**src/i2s_audio_pkg.sv**
```systemverilog
// Shared constants and carrier types for the dual serial audio port.
// Assumes a single 25 MHz system clock and a synchronous active-high reset.
package i2s_audio_pkg;

    // System clock rate and audio frame rate in hertz.
    localparam int unsigned REF_CLK_HZ = 25_000_000;
    localparam int unsigned FRAME_RATE_HZ = 48_000;

    // Number of audio ports and bits in each channel word.
    localparam int unsigned NUM_PORTS = 2;
    localparam int unsigned WORD_BITS = 16;

    // Bit clocks per stereo frame for the two master formats.
    localparam int unsigned FRAME_BITS_SHORT = 32;
    localparam int unsigned FRAME_BITS_LONG = 50;

    // Highest slave bit clock rate in hertz and its period in cycles.
    localparam int unsigned SLAVE_MAX_HZ = 3_072_000;
    localparam int unsigned SLAVE_MIN_PERIOD_CYC = REF_CLK_HZ / SLAVE_MAX_HZ;

    // Phase accumulator width and step sizes for the N/M bit clock divider.
    localparam int unsigned ACC_W = 26;
    localparam logic [ACC_W-1:0] DIV_M = ACC_W'(REF_CLK_HZ);
    localparam logic [ACC_W-1:0] DIV_N_SHORT = ACC_W'(2 * FRAME_RATE_HZ * FRAME_BITS_SHORT);
    localparam logic [ACC_W-1:0] DIV_N_LONG = ACC_W'(2 * FRAME_RATE_HZ * FRAME_BITS_LONG);

    // Half-frame lengths in bit clocks, used for word select toggling.
    localparam logic [5:0] HALF_SHORT = 6'(FRAME_BITS_SHORT / 2);
    localparam logic [5:0] HALF_LONG = 6'(FRAME_BITS_LONG / 2);

    // Bit counter saturation value, equal to the word length.
    localparam logic [4:0] WORD_CNT = 5'(WORD_BITS);

    // Per-port configuration.
    typedef struct packed {
        logic master;
        logic frame_long;
    } port_cfg_s;

    // One stereo sample pair.
    typedef struct packed {
        logic [WORD_BITS-1:0] left;
        logic [WORD_BITS-1:0] right;
    } stereo_s;

    // Complete register state of one port.
    typedef struct packed {
        logic bck;
        logic [ACC_W-1:0] acc;
        logic ws;
        logic [5:0] hcnt;
        logic ws_prev;
        logic sck_prev;
        logic [WORD_BITS-1:0] rx_sh;
        logic [4:0] rx_cnt;
        logic [WORD_BITS-1:0] tx_sh;
        logic [4:0] tx_cnt;
        logic [WORD_BITS-1:0] right_hold;
        logic sdo;
        stereo_s rx;
        logic rx_valid;
        logic tx_take;
    } port_state_s;

endpackage : i2s_audio_pkg

```
**src/i2s_audio_port.sv**
```systemverilog
// Dual two-channel serial audio port, each port master or slave on its own.
// Assumes one system clock at 25 MHz, synchronous reset, and that the
// surrounding pad logic resolves the bit clock and word select pins from
// the output enables.
`timescale 1ns/1ps

// Summary of operation
// - Two independent ports, each with own clock, word select, data out and in.
// - Master drives bit clock and word select; slave takes both as inputs.
// - Serial data out is always driven as an output.
// - Each channel word is 16 bits, most significant bit first.
// - Left word MSB sits in the second bit slot of the frame, after the last right bit.
// - Word MSB appears one bit clock after each word select change, on a fall.
// - Left channel while word select is low, right while high.
// - Outgoing data changes only on falling bit clock edges.
// - Master short format is 32 bit clocks per frame at 48 kHz.
// - Master long format is 50 bit clocks per frame at 48 kHz.
// - Master bit clock comes from the reference by an N/M divider.
// - Slave accepts any bit clock up to 3.072 MHz.
// - Master bit clock high and low phases each at least 0.35 period.
module i2s_audio_port #(
    parameter int unsigned PORTS = i2s_audio_pkg::NUM_PORTS
) (
    input wire logic clock,
    input wire logic srst,
    input wire i2s_audio_pkg::port_cfg_s [PORTS-1:0] cfg,
    input wire i2s_audio_pkg::stereo_s [PORTS-1:0] tx_sample,
    output logic [PORTS-1:0] tx_taken,
    output i2s_audio_pkg::stereo_s [PORTS-1:0] rx_sample,
    output logic [PORTS-1:0] rx_valid,
    input wire logic [PORTS-1:0] sck_in,
    output logic [PORTS-1:0] sck_out,
    output logic [PORTS-1:0] sck_oe,
    input wire logic [PORTS-1:0] ws_in,
    output logic [PORTS-1:0] ws_out,
    output logic [PORTS-1:0] ws_oe,
    input wire logic [PORTS-1:0] sdi,
    output logic [PORTS-1:0] sdo
);

    // Refuse settings the logic cannot serve.
    if (PORTS < 1) begin : g_bad_ports
        $error("PORTS must be at least one");
    end
    if (i2s_audio_pkg::DIV_N_LONG >= i2s_audio_pkg::DIV_M) begin : g_bad_div
        $error("Reference clock too slow for the long frame format");
    end
    if (i2s_audio_pkg::SLAVE_MIN_PERIOD_CYC < 6) begin : g_bad_slave
        $error("Reference clock too slow to follow the slave bit clock");
    end
    if (i2s_audio_pkg::HALF_SHORT < 6'(i2s_audio_pkg::WORD_BITS)) begin : g_bad_word
        $error("Word does not fit in a half frame");
    end

    // Returns the next rx shift value, taking a bit only inside the word.
    function automatic logic [i2s_audio_pkg::WORD_BITS-1:0] rx_shift(
        input logic [i2s_audio_pkg::WORD_BITS-1:0] sh,
        input logic [4:0] cnt,
        input logic bit_in
    );
        logic [i2s_audio_pkg::WORD_BITS-1:0] res;
        res = sh;
        if (cnt < i2s_audio_pkg::WORD_CNT) begin
            res = {sh[i2s_audio_pkg::WORD_BITS-2:0], bit_in};
        end
        return res;
    endfunction : rx_shift

    // Saturating increment of a bit counter at the word length.
    function automatic logic [4:0] cnt_inc(input logic [4:0] cnt);
        logic [4:0] res;
        res = cnt;
        if (cnt < i2s_audio_pkg::WORD_CNT) begin
            res = cnt + 5'h01;
        end
        return res;
    endfunction : cnt_inc

    // One identical, independent engine per port.
    for (genvar p = 0; p < PORTS; p++) begin : g_port
        i2s_audio_pkg::port_state_s st_r;
        i2s_audio_pkg::port_state_s st_nxt;
        logic sck_sync;
        logic ws_sync;
        logic sdi_sync;

        // Pin inputs cross into the clock domain through filtered chains.
        pin_sync u_sck_sync (
            .clock(clock),
            .srst(srst),
            .pin(sck_in[p]),
            .level(sck_sync)
        );
        pin_sync u_ws_sync (
            .clock(clock),
            .srst(srst),
            .pin(ws_in[p]),
            .level(ws_sync)
        );
        pin_sync u_sdi_sync (
            .clock(clock),
            .srst(srst),
            .pin(sdi[p]),
            .level(sdi_sync)
        );

        // Computes divider, framing, receive and transmit next state.
        always_comb begin
            logic [i2s_audio_pkg::ACC_W-1:0] step;
            logic [i2s_audio_pkg::ACC_W:0] sum;
            logic [5:0] half;
            logic rise;
            logic fall;
            logic ws_now;
            logic [i2s_audio_pkg::WORD_BITS-1:0] word;
            step = '0;
            sum = '0;
            half = '0;
            rise = 1'b0;
            fall = 1'b0;
            ws_now = 1'b0;
            word = '0;
            st_nxt = st_r;
            st_nxt.rx_valid = 1'b0;
            st_nxt.tx_take = 1'b0;
            st_nxt.sck_prev = sck_sync;

            // Pick the divider step and half-frame length for the format.
            if (cfg[p].frame_long) begin
                step = i2s_audio_pkg::DIV_N_LONG;
                half = i2s_audio_pkg::HALF_LONG;
            end else begin
                step = i2s_audio_pkg::DIV_N_SHORT;
                half = i2s_audio_pkg::HALF_SHORT;
            end

            if (cfg[p].master) begin
                // Accumulate N per cycle and toggle the clock on each wrap of M.
                sum = {1'b0, st_r.acc} + {1'b0, step};
                if (sum >= {1'b0, i2s_audio_pkg::DIV_M}) begin
                    st_nxt.acc = i2s_audio_pkg::ACC_W'(sum - {1'b0, i2s_audio_pkg::DIV_M});
                    st_nxt.bck = ~st_r.bck;
                    rise = ~st_r.bck;
                    fall = st_r.bck;
                end else begin
                    st_nxt.acc = sum[i2s_audio_pkg::ACC_W-1:0];
                end
                ws_now = st_r.ws;
            end else begin
                // Follow the external clock; edges seen on the filtered level.
                st_nxt.acc = '0;
                st_nxt.bck = sck_sync;
                rise = sck_sync & ~st_r.sck_prev;
                fall = ~sck_sync & st_r.sck_prev;
                ws_now = ws_sync;
            end

            // Master word select toggles after each half frame of falls.
            if (cfg[p].master && fall) begin
                if (st_r.hcnt >= half - 6'h01) begin
                    st_nxt.hcnt = '0;
                    st_nxt.ws = ~st_r.ws;
                end else begin
                    st_nxt.hcnt = st_r.hcnt + 6'h01;
                end
            end else if (!cfg[p].master) begin
                st_nxt.hcnt = '0;
                st_nxt.ws = ws_sync;
            end

            // Rising edge: sample data and word select, close words on change.
            if (rise) begin
                word = rx_shift(st_r.rx_sh, st_r.rx_cnt, sdi_sync);
                st_nxt.rx_sh = word;
                st_nxt.rx_cnt = cnt_inc(st_r.rx_cnt);
                st_nxt.ws_prev = ws_now;
                if (ws_now != st_r.ws_prev) begin
                    st_nxt.rx_cnt = '0;
                    if (!st_r.ws_prev) begin
                        st_nxt.rx.left = word;
                    end else begin
                        st_nxt.rx.right = word;
                        st_nxt.rx_valid = 1'b1;
                    end
                    // Load the word whose MSB leaves on the next fall.
                    st_nxt.tx_cnt = '0;
                    if (!ws_now) begin
                        st_nxt.tx_sh = tx_sample[p].left;
                        st_nxt.right_hold = tx_sample[p].right;
                        st_nxt.tx_take = 1'b1;
                    end else begin
                        st_nxt.tx_sh = st_r.right_hold;
                    end
                end
            end

            // Falling edge: launch the next data bit, zeros past the word.
            if (fall) begin
                if (st_r.tx_cnt < i2s_audio_pkg::WORD_CNT) begin
                    st_nxt.sdo = st_r.tx_sh[i2s_audio_pkg::WORD_BITS-1];
                    st_nxt.tx_sh = {st_r.tx_sh[i2s_audio_pkg::WORD_BITS-2:0], 1'b0};
                    st_nxt.tx_cnt = cnt_inc(st_r.tx_cnt);
                end else begin
                    st_nxt.sdo = 1'b0;
                end
            end
        end

        // Registers the port state; word select idles low, so left comes first.
        always_ff @(posedge clock) begin
            if (srst) begin
                st_r <= '0;
            end else begin
                st_r <= st_nxt;
            end
        end

        // Pin and user-side outputs from flip-flops; the pin enables come straight from cfg.
        assign sck_out[p] = st_r.bck;
        assign sck_oe[p] = cfg[p].master;
        assign ws_out[p] = st_r.ws;
        assign ws_oe[p] = cfg[p].master;
        assign sdo[p] = st_r.sdo;
        assign rx_sample[p] = st_r.rx;
        assign rx_valid[p] = st_r.rx_valid;
        assign tx_taken[p] = st_r.tx_take;
    end

endmodule : i2s_audio_port

```
**src/pin_sync.sv**
```systemverilog
// Three-stage input synchroniser with agreement filter for one pin.
// Assumes the pin is asynchronous to clock; the output follows a change only
// once the second and third stages agree.
`timescale 1ns/1ps
module pin_sync (
    input wire logic clock,
    input wire logic srst,
    input wire logic pin,
    output logic level
);

    logic s1_r;
    logic s2_r;
    logic s3_r;
    logic level_r;
    logic s1_nxt;
    logic s2_nxt;
    logic s3_nxt;
    logic level_nxt;

    // Shift the pin through the chain and update the filtered level on agreement.
    always_comb begin
        s1_nxt = pin;
        s2_nxt = s1_r;
        s3_nxt = s2_r;
        level_nxt = (s2_r == s3_r) ? s3_r : level_r;
    end

    // Register the chain; the first stage feeds only the second.
    always_ff @(posedge clock) begin
        if (srst) begin
            s1_r <= 1'b0;
            s2_r <= 1'b0;
            s3_r <= 1'b0;
            level_r <= 1'b0;
        end else begin
            s1_r <= s1_nxt;
            s2_r <= s2_nxt;
            s3_r <= s3_nxt;
            level_r <= level_nxt;
        end
    end

    assign level = level_r;

endmodule : pin_sync

```
**config.mk**
```make
export PLATFORM = sky130hd
export DESIGN_NAME = i2s_audio_port
export DESIGN_NICKNAME = d
export VERILOG_FILES = /design/src/i2s_audio_pkg.sv /design/src/i2s_audio_port.sv /design/src/pin_sync.sv
export SDC_FILE = /design/constraint.sdc
export NUM_CORES = 1
export LEC_CHECK = 0
export BUFFER_PORTS_ARGS = -buffer_cell sky130_fd_sc_hd__buf_2
export CORE_MARGIN = 5
export CORE_UTILIZATION = 59
export DETAILED_ROUTE_END_ITERATION = 16
export GPL_ROUTABILITY_DRIVEN = 0
export PLACE_DENSITY = 0.78
export SLEW_MARGIN = 20
export SYNTH_ARGS = -nofsm -noshare
export SYNTH_HDL_FRONTEND = slang
export SYNTH_HIERARCHICAL = 1
export SYNTH_SLANG_ARGS = --single-unit
export TNS_END_PERCENT = 10
```
**constraint.sdc**
```tcl
create_clock -name clock -period 10.35 [get_ports clock]
set_clock_uncertainty 0.15 [all_clocks]
set_input_delay 1.5525 -clock clock [delete_from_list [all_inputs] [get_ports clock]]
set_output_delay 1.5525 -clock clock [all_outputs]
set_load 0.02 [all_outputs]
```
Word-level counts from Yosys, hierarchy flattened
Cells that the tools add are included.
{"block": "op_classes", "add_sub_neg": 12, "order_cmp": 8, "n_eq_ne": 14, "n_mux": 50, "n_bitwise": 22, "n_reduce_logical": 18}
{"cell": "$mux 16", "n": 6}
{"cell": "$mux 21", "n": 4}
{"cell": "$mux 42", "n": 2}
{"cell": "$mux 37", "n": 2}
{"cell": "$add 26x23->27", "n": 2}
{"cell": "$ge 27x25->1 const B", "n": 2}
{"cell": "$mux 27", "n": 2}
{"cell": "$mux 26", "n": 2}
{"cell": "$sub 26x25->26 const B", "n": 2}
{"cell": "$mux 23", "n": 2}
{"cell": "$mux 7", "n": 4}
{"cell": "$add 5x1->5 const B", "n": 4}
{"cell": "$lt 5x5->1 const B", "n": 4}
{"cell": "$mux 1", "n": 20}
{"cell": "$not 1->1", "n": 18}
{"cell": "$reduce_and 3->1", "n": 6}
{"cell": "$add 6x1->6 const B", "n": 2}
{"cell": "$ge 6x6->1", "n": 2}
{"cell": "$mux 6", "n": 2}
{"cell": "$ne 2x1->1 const B", "n": 6}
{"cell": "$sub 6x1->6 const B", "n": 2}
{"cell": "$mux 5", "n": 2}
{"cell": "$mux 4", "n": 2}
{"cell": "$reduce_and 2->1", "n": 4}
{"cell": "other kinds (7)", "n": 20}
{"block": "totals", "register_bits": 282, "in_bits": 76, "out_inout_bits": 78, "word_cells": 180}

Logic depth before layout (Yosys ltp)
{"block": "logic_depth", "ltp_word": 8, "depth_mapped": 16, "ltp_nobuf": 13}

Modules after synthesis
Netlist, hierarchy kept.
{"module": "i2s_audio_port", "n_inst": 1, "cells_per_inst": 1616, "area_per_inst_um2": 13430.4, "seq_area_each_um2": 4924.7}
{"module": "pin_sync", "n_inst": 6, "cells_per_inst": 10, "area_per_inst_um2": 112.6, "seq_area_each_um2": 80.1}

Least setup slack after synthesis
Ideal clock, no wire load.
{"block": "synth_path", "path_kind": "input to register", "start": "input cfg[0] (netlist name)", "end": "register g_port[0].st_r, in the netlist rx_sample[22]", "setup_ps": 132, "arrival_ps": 4542, "required_time_ps": 10068, "slack_ps": 5526, "path_stages": 16, "n_path_buf": 3, "cell_sequence": "ha_1 inv_1 fa_1 nand2b_1 a211oi_1 o211ai_1 xor2_1 nor4b_4 o211ai_2 o211a_1 buf_6 or3_1 buf_2 buf_6 nor2_1 nor3_1"}
{"block": "synth_via", "elab_chain_cells": 6}
{"item": "from (decl)", "line": "i2s_audio_port.sv:26", "source": "input wire i2s_audio_pkg::port_cfg_s [PORTS-1:0] cfg,"}
{"item": "$mux 23", "line": "i2s_audio_port.sv:129", "source": "if (cfg[p].frame_long) begin"}
{"item": "$add 26x23->27", "line": "i2s_audio_port.sv:139", "source": "sum = {1'b0, st_r.acc} + {1'b0, step};"}
{"item": "$ge 27x25->1", "line": "i2s_audio_port.sv:140", "source": "if (sum >= {1'b0, i2s_audio_pkg::DIV_M}) begin"}
{"item": "$mux 1", "line": "i2s_audio_port.sv:140"}
{"item": "$mux 1", "line": "i2s_audio_port.sv:137", "source": "if (cfg[p].master) begin"}
{"item": "$reduce_and 3->1 (no line)"}
{"item": "to (signal assigned)", "line": "i2s_audio_port.sv:214", "source": "st_r <= st_nxt;"}
{"item": "to (decl)", "line": "i2s_audio_port.sv:81", "source": "i2s_audio_pkg::port_state_s st_r;"}
No other way between the ends.
A chain may end at the register's enable or synchronous reset.

Worst setup path in the final report
{"block": "layout_path", "start": "input cfg[0] (netlist name)", "end": "register g_port[0].st_r[53] (netlist name)"}
{"block": "layout_via", "elab_chain_cells": 8, "word_cells_on_any_way": 10, "classes_between": "add/sub: 1; order compare: 1; mux: 8"}
{"item": "$mux 23 (*)", "line": "i2s_audio_port.sv:129"}
{"item": "$add 26x23->27 (*)", "line": "i2s_audio_port.sv:139"}
{"item": "$ge 27x25->1 (*)", "line": "i2s_audio_port.sv:140"}
{"item": "$mux 1", "line": "i2s_audio_port.sv:140"}
{"item": "$mux 1", "line": "i2s_audio_port.sv:137"}
{"item": "$mux 37", "line": "i2s_audio_port.sv:172", "source": "if (rise) begin"}
{"item": "$mux 21", "line": "i2s_audio_port.sv:199", "source": "if (st_r.tx_cnt < i2s_audio_pkg::WORD_CNT) begin"}
{"item": "$mux 21 (*)", "line": "i2s_audio_port.sv:198", "source": "if (fall) begin"}
Every way passes the cells marked *; elsewhere a longest branch is shown, timed or not.

==> flow_summary.yaml <==
floorplan:
  io_pins: 154
  dieArea_um2: 27100
  fp.dieH_um: 164.6
  coreArea_um2: 23540
  die_w_um: 164.6
  fp-row-count: 56
  start_util_pct: 59.92
final_layout:
  final_cell_mix: "269 x dfxtp_1, 246 x nor2_1, 152 x buf_2, 128 x nand2_1, 92 x o21ai_0"
  area_growth_pct: 9.145
  fillerInstances: 2018
  final_cell_count_no_fill: 2035
  final_common_cell: "dfxtp_1"
  fin_nets: 1815
  antennaDiodeCount: 0
  drive_gt1_share_pct: 16.32
run_status:
  status: "complete, no violations"
clock_network:
  clockBufferDepth: 3
  htree_levels: 1
  tritoncts: "yes"
  cts_resized: 0
  cts_setup_buffers: 0
  root_buffer: "clkbuf_16"
  numCtsBuffers: 29
  clk_latency_ns: 0.54
  cts_sinks: 270
  clkTransAtPathRegs_ns: 0.06
  ctsHoldBuffers: 0
power_and_ir_drop:
  power_leakage_uw: 0.005899
  ir_worst_vdd_v: 0.0001407
  p_per_area_nw_per_um2: 157.9
synthesis:
  synth_edf_count: 0
  synth.area.top_cells: "dfxtp_1 38%, nor2_1 6.5%, mux2i_1 5.0%, buf_4 4.6%, ha_1 3.5%"
  yosys.area.top_type: "dfxtp_1"
  syn_nets: 1794
  synth_ff_type: "dfxtp_1"
  yosys.area.top_type_share_pct: 38.32
  async_flop_share_pct: 0
  yosysSeqAreaShare_pct: 38.32
  synth.distinct_cells: 91
  avgSynthCellArea_um2: 8.416
  ys_warn_count: 6
  syn-cell-area_um2: 14110
  synth-seq-cells: 270
  synth_cells: 1676
detailed_routing:
  routed_wl_mm: 31.21
  vias: 11730
  ant_nets: 0
  post-route-drc-count: 0
  first_iter_violations: 687
  wire_per_inst_um: 15.34
  vias_per_cell: 5.766
  first_pass_iters: 5
global_route:
  overflow: 0
  track_usage_pct: 22.49
  grt_pass1_vias: 11240
  grt_max_degree: 103
  grt_first_pass_wirelength_mm: 52.38
  antenna_found_initial: 0
setup_path:
  slowest_delay_ns: 0.74
  regToRegSetupSlack_ns: 6.07
  worstPathRequired_ns: 10.67
  critical_path_class: "in2reg"
  start_kind: "input port"
  slowest_stage: "a41o_1"
  path_delay_family: "compound AO/OA/AOI/OAI gates"
  cp-end-kind: "flip-flop"
  critical_path_arrival_ns: 5.56
  path_cells: "buf_2 > inv_1 > fa_1 > nand2b_1 > a211oi_1 > o211ai_1 > xor2_1 > nor4b_4 > o211ai_2 > a21oi_2 > a41o_1 > nand2_1 > o211ai_1"
  cp_num_buf_inv: 2
  path_max_fanout: 21
  path_common_cell: "o211ai_1"
sta:
  setup_viol: 0
  rsz0062_at_grt: "false"
  period_share_pct: 50.69
  final_hold_viol_count: 0
  worst_pin_slew_ns: 1.072
  min_period_ns: 5.247
  drv_slew: 0
  tns_ns: 0
  maxSlewHeadroom_pct: 28.42
  fmax_mhz: 190.6
placed_design:
  dpl.hpwl_mm: 21.04
  numPortBuffers: 153
  placed_cells: 1985
min_path:
  hp-class: "reg2reg"
job:
  cap_viol_max_count: 0
-- registers in the layout (all words and copies together), names as in the netlist, named ones only --
signal	flops
g_port.u_sdi_sync/level	2
tx_taken	2
g_port.u_ws_sync/s1_r	2
sdo	2
g_port.u_sck_sync/s1_r	2
rx_valid	2
g_port.u_sdi_sync/s3_r	2
g_port.u_ws_sync/level	2
g_port.u_sck_sync/s2_r	2
g_port.u_ws_sync/s3_r	2
ws_out	2
g_port.u_sck_sync/level	2
g_port.u_ws_sync/s2_r	2
g_port.u_sdi_sync/s2_r	2
sck_out	2
g_port.u_sdi_sync/s1_r	2
g_port.st_r	168
g_port.u_sck_sync/s3_r	2
rx_sample	64
-- worst paths after layout --
kind                                        start                              endpoint  cells past startpoint
max                                        cfg[0]         g_port[0].st_r[53]$_SDFF_PP0_                     13
min          g_port[1].u_sck_sync/s1_r$_SDFF_PP0_  g_port[1].u_sck_sync/s2_r$_SDFF_PP0_                      1
max reg2reg        g_port[0].st_r[111]$_SDFF_PP0_         g_port[0].st_r[53]$_SDFF_PP0_                     13
min reg2reg  g_port[1].u_sck_sync/s1_r$_SDFF_PP0_  g_port[1].u_sck_sync/s2_r$_SDFF_PP0_                      1
-- cells by family after synthesis --
logic type	after synthesis	synth area share, %
xor+xnor	59	3.717
buf+inv	208	8.302
simple gates	634	21.23
mux	91	6.635
flops	270	38.32
fa+ha+maj	42	3.832
compound gates	372	17.96
-- synthesized netlist by cell type (7+ instances only) --
cell type,n
a2111oi_0,16
a211oi_1,40
a21o_1,11
a21oi_1,75
a31oi_1,9
and2_1,7
and3_1,11
buf_2,19
buf_4,87
clkbuf_1,64
dfxtp_1,270
ha_1,40
inv_1,29
mux2_2,20
mux2i_1,71
nand2_1,128
nand2b_1,10
nand3_1,36
nand3b_1,13
nand4_1,11
nor2_1,246
nor2b_1,47
nor3_1,83
o211ai_1,13
o21a_1,10
o21ai_0,92
o21ai_1,29
o32a_1,15
xnor2_1,31
xor2_1,27
-- power breakdown --
part | switching (uW) | total, uW | internal, uW | leakage (uW)
registers | 9.67 | 1060 | 1050 | 0.00218
clock network | 418 | 1110 | 691 | 0.000502
logic | 160 | 260 | 99.5 | 0.00321
-- cell type report --
class | instances | area [um2] | area share [%]
multi-input cells | 1198 | 7557 | 49.09
flip-flops and latches | 270 | 5406 | 35.12
repair buffers | 168 | 884.6 | 5.746
clock buffers | 36 | 792.0 | 5.144
well taps | 319 | 399.1 | 2.592
clock inverters | 14 | 244.0 | 1.585
inverters | 30 | 112.6 | 0.7314
-- layer usage --
metal	part of all wire [%]	up-vias	global-route usage (%)
met5	0	-	0
met1	44	5493	29.19
met3	5.3	53	3.669
li1	-	5879	-
met2	49	308	39.23
met4	2.1	0	5.444
-- through the flow --
step / hold WS [ns] / instance area (um2) / total power, uW / utilization (%) / setup slack (ns)
final: 0.2873 / 15400 / 2430 / 65.40 / 5.103
after floorplan: 0.2638 / 14110 / 1279 / - / 5.526
after global placement: 0.2741 / 14360 / 1333 / 60.99 / 4.487
after CTS: 0.2889 / 15390 / 2450 / 65.39 / 4.843
after detailed placement: 0.2781 / 14360 / 1339 / 60.99 / 4.293
after global routing: 0.2963 / 15400 / 2523 / 65.40 / 4.728
Power figures use the tool's default switching activity.
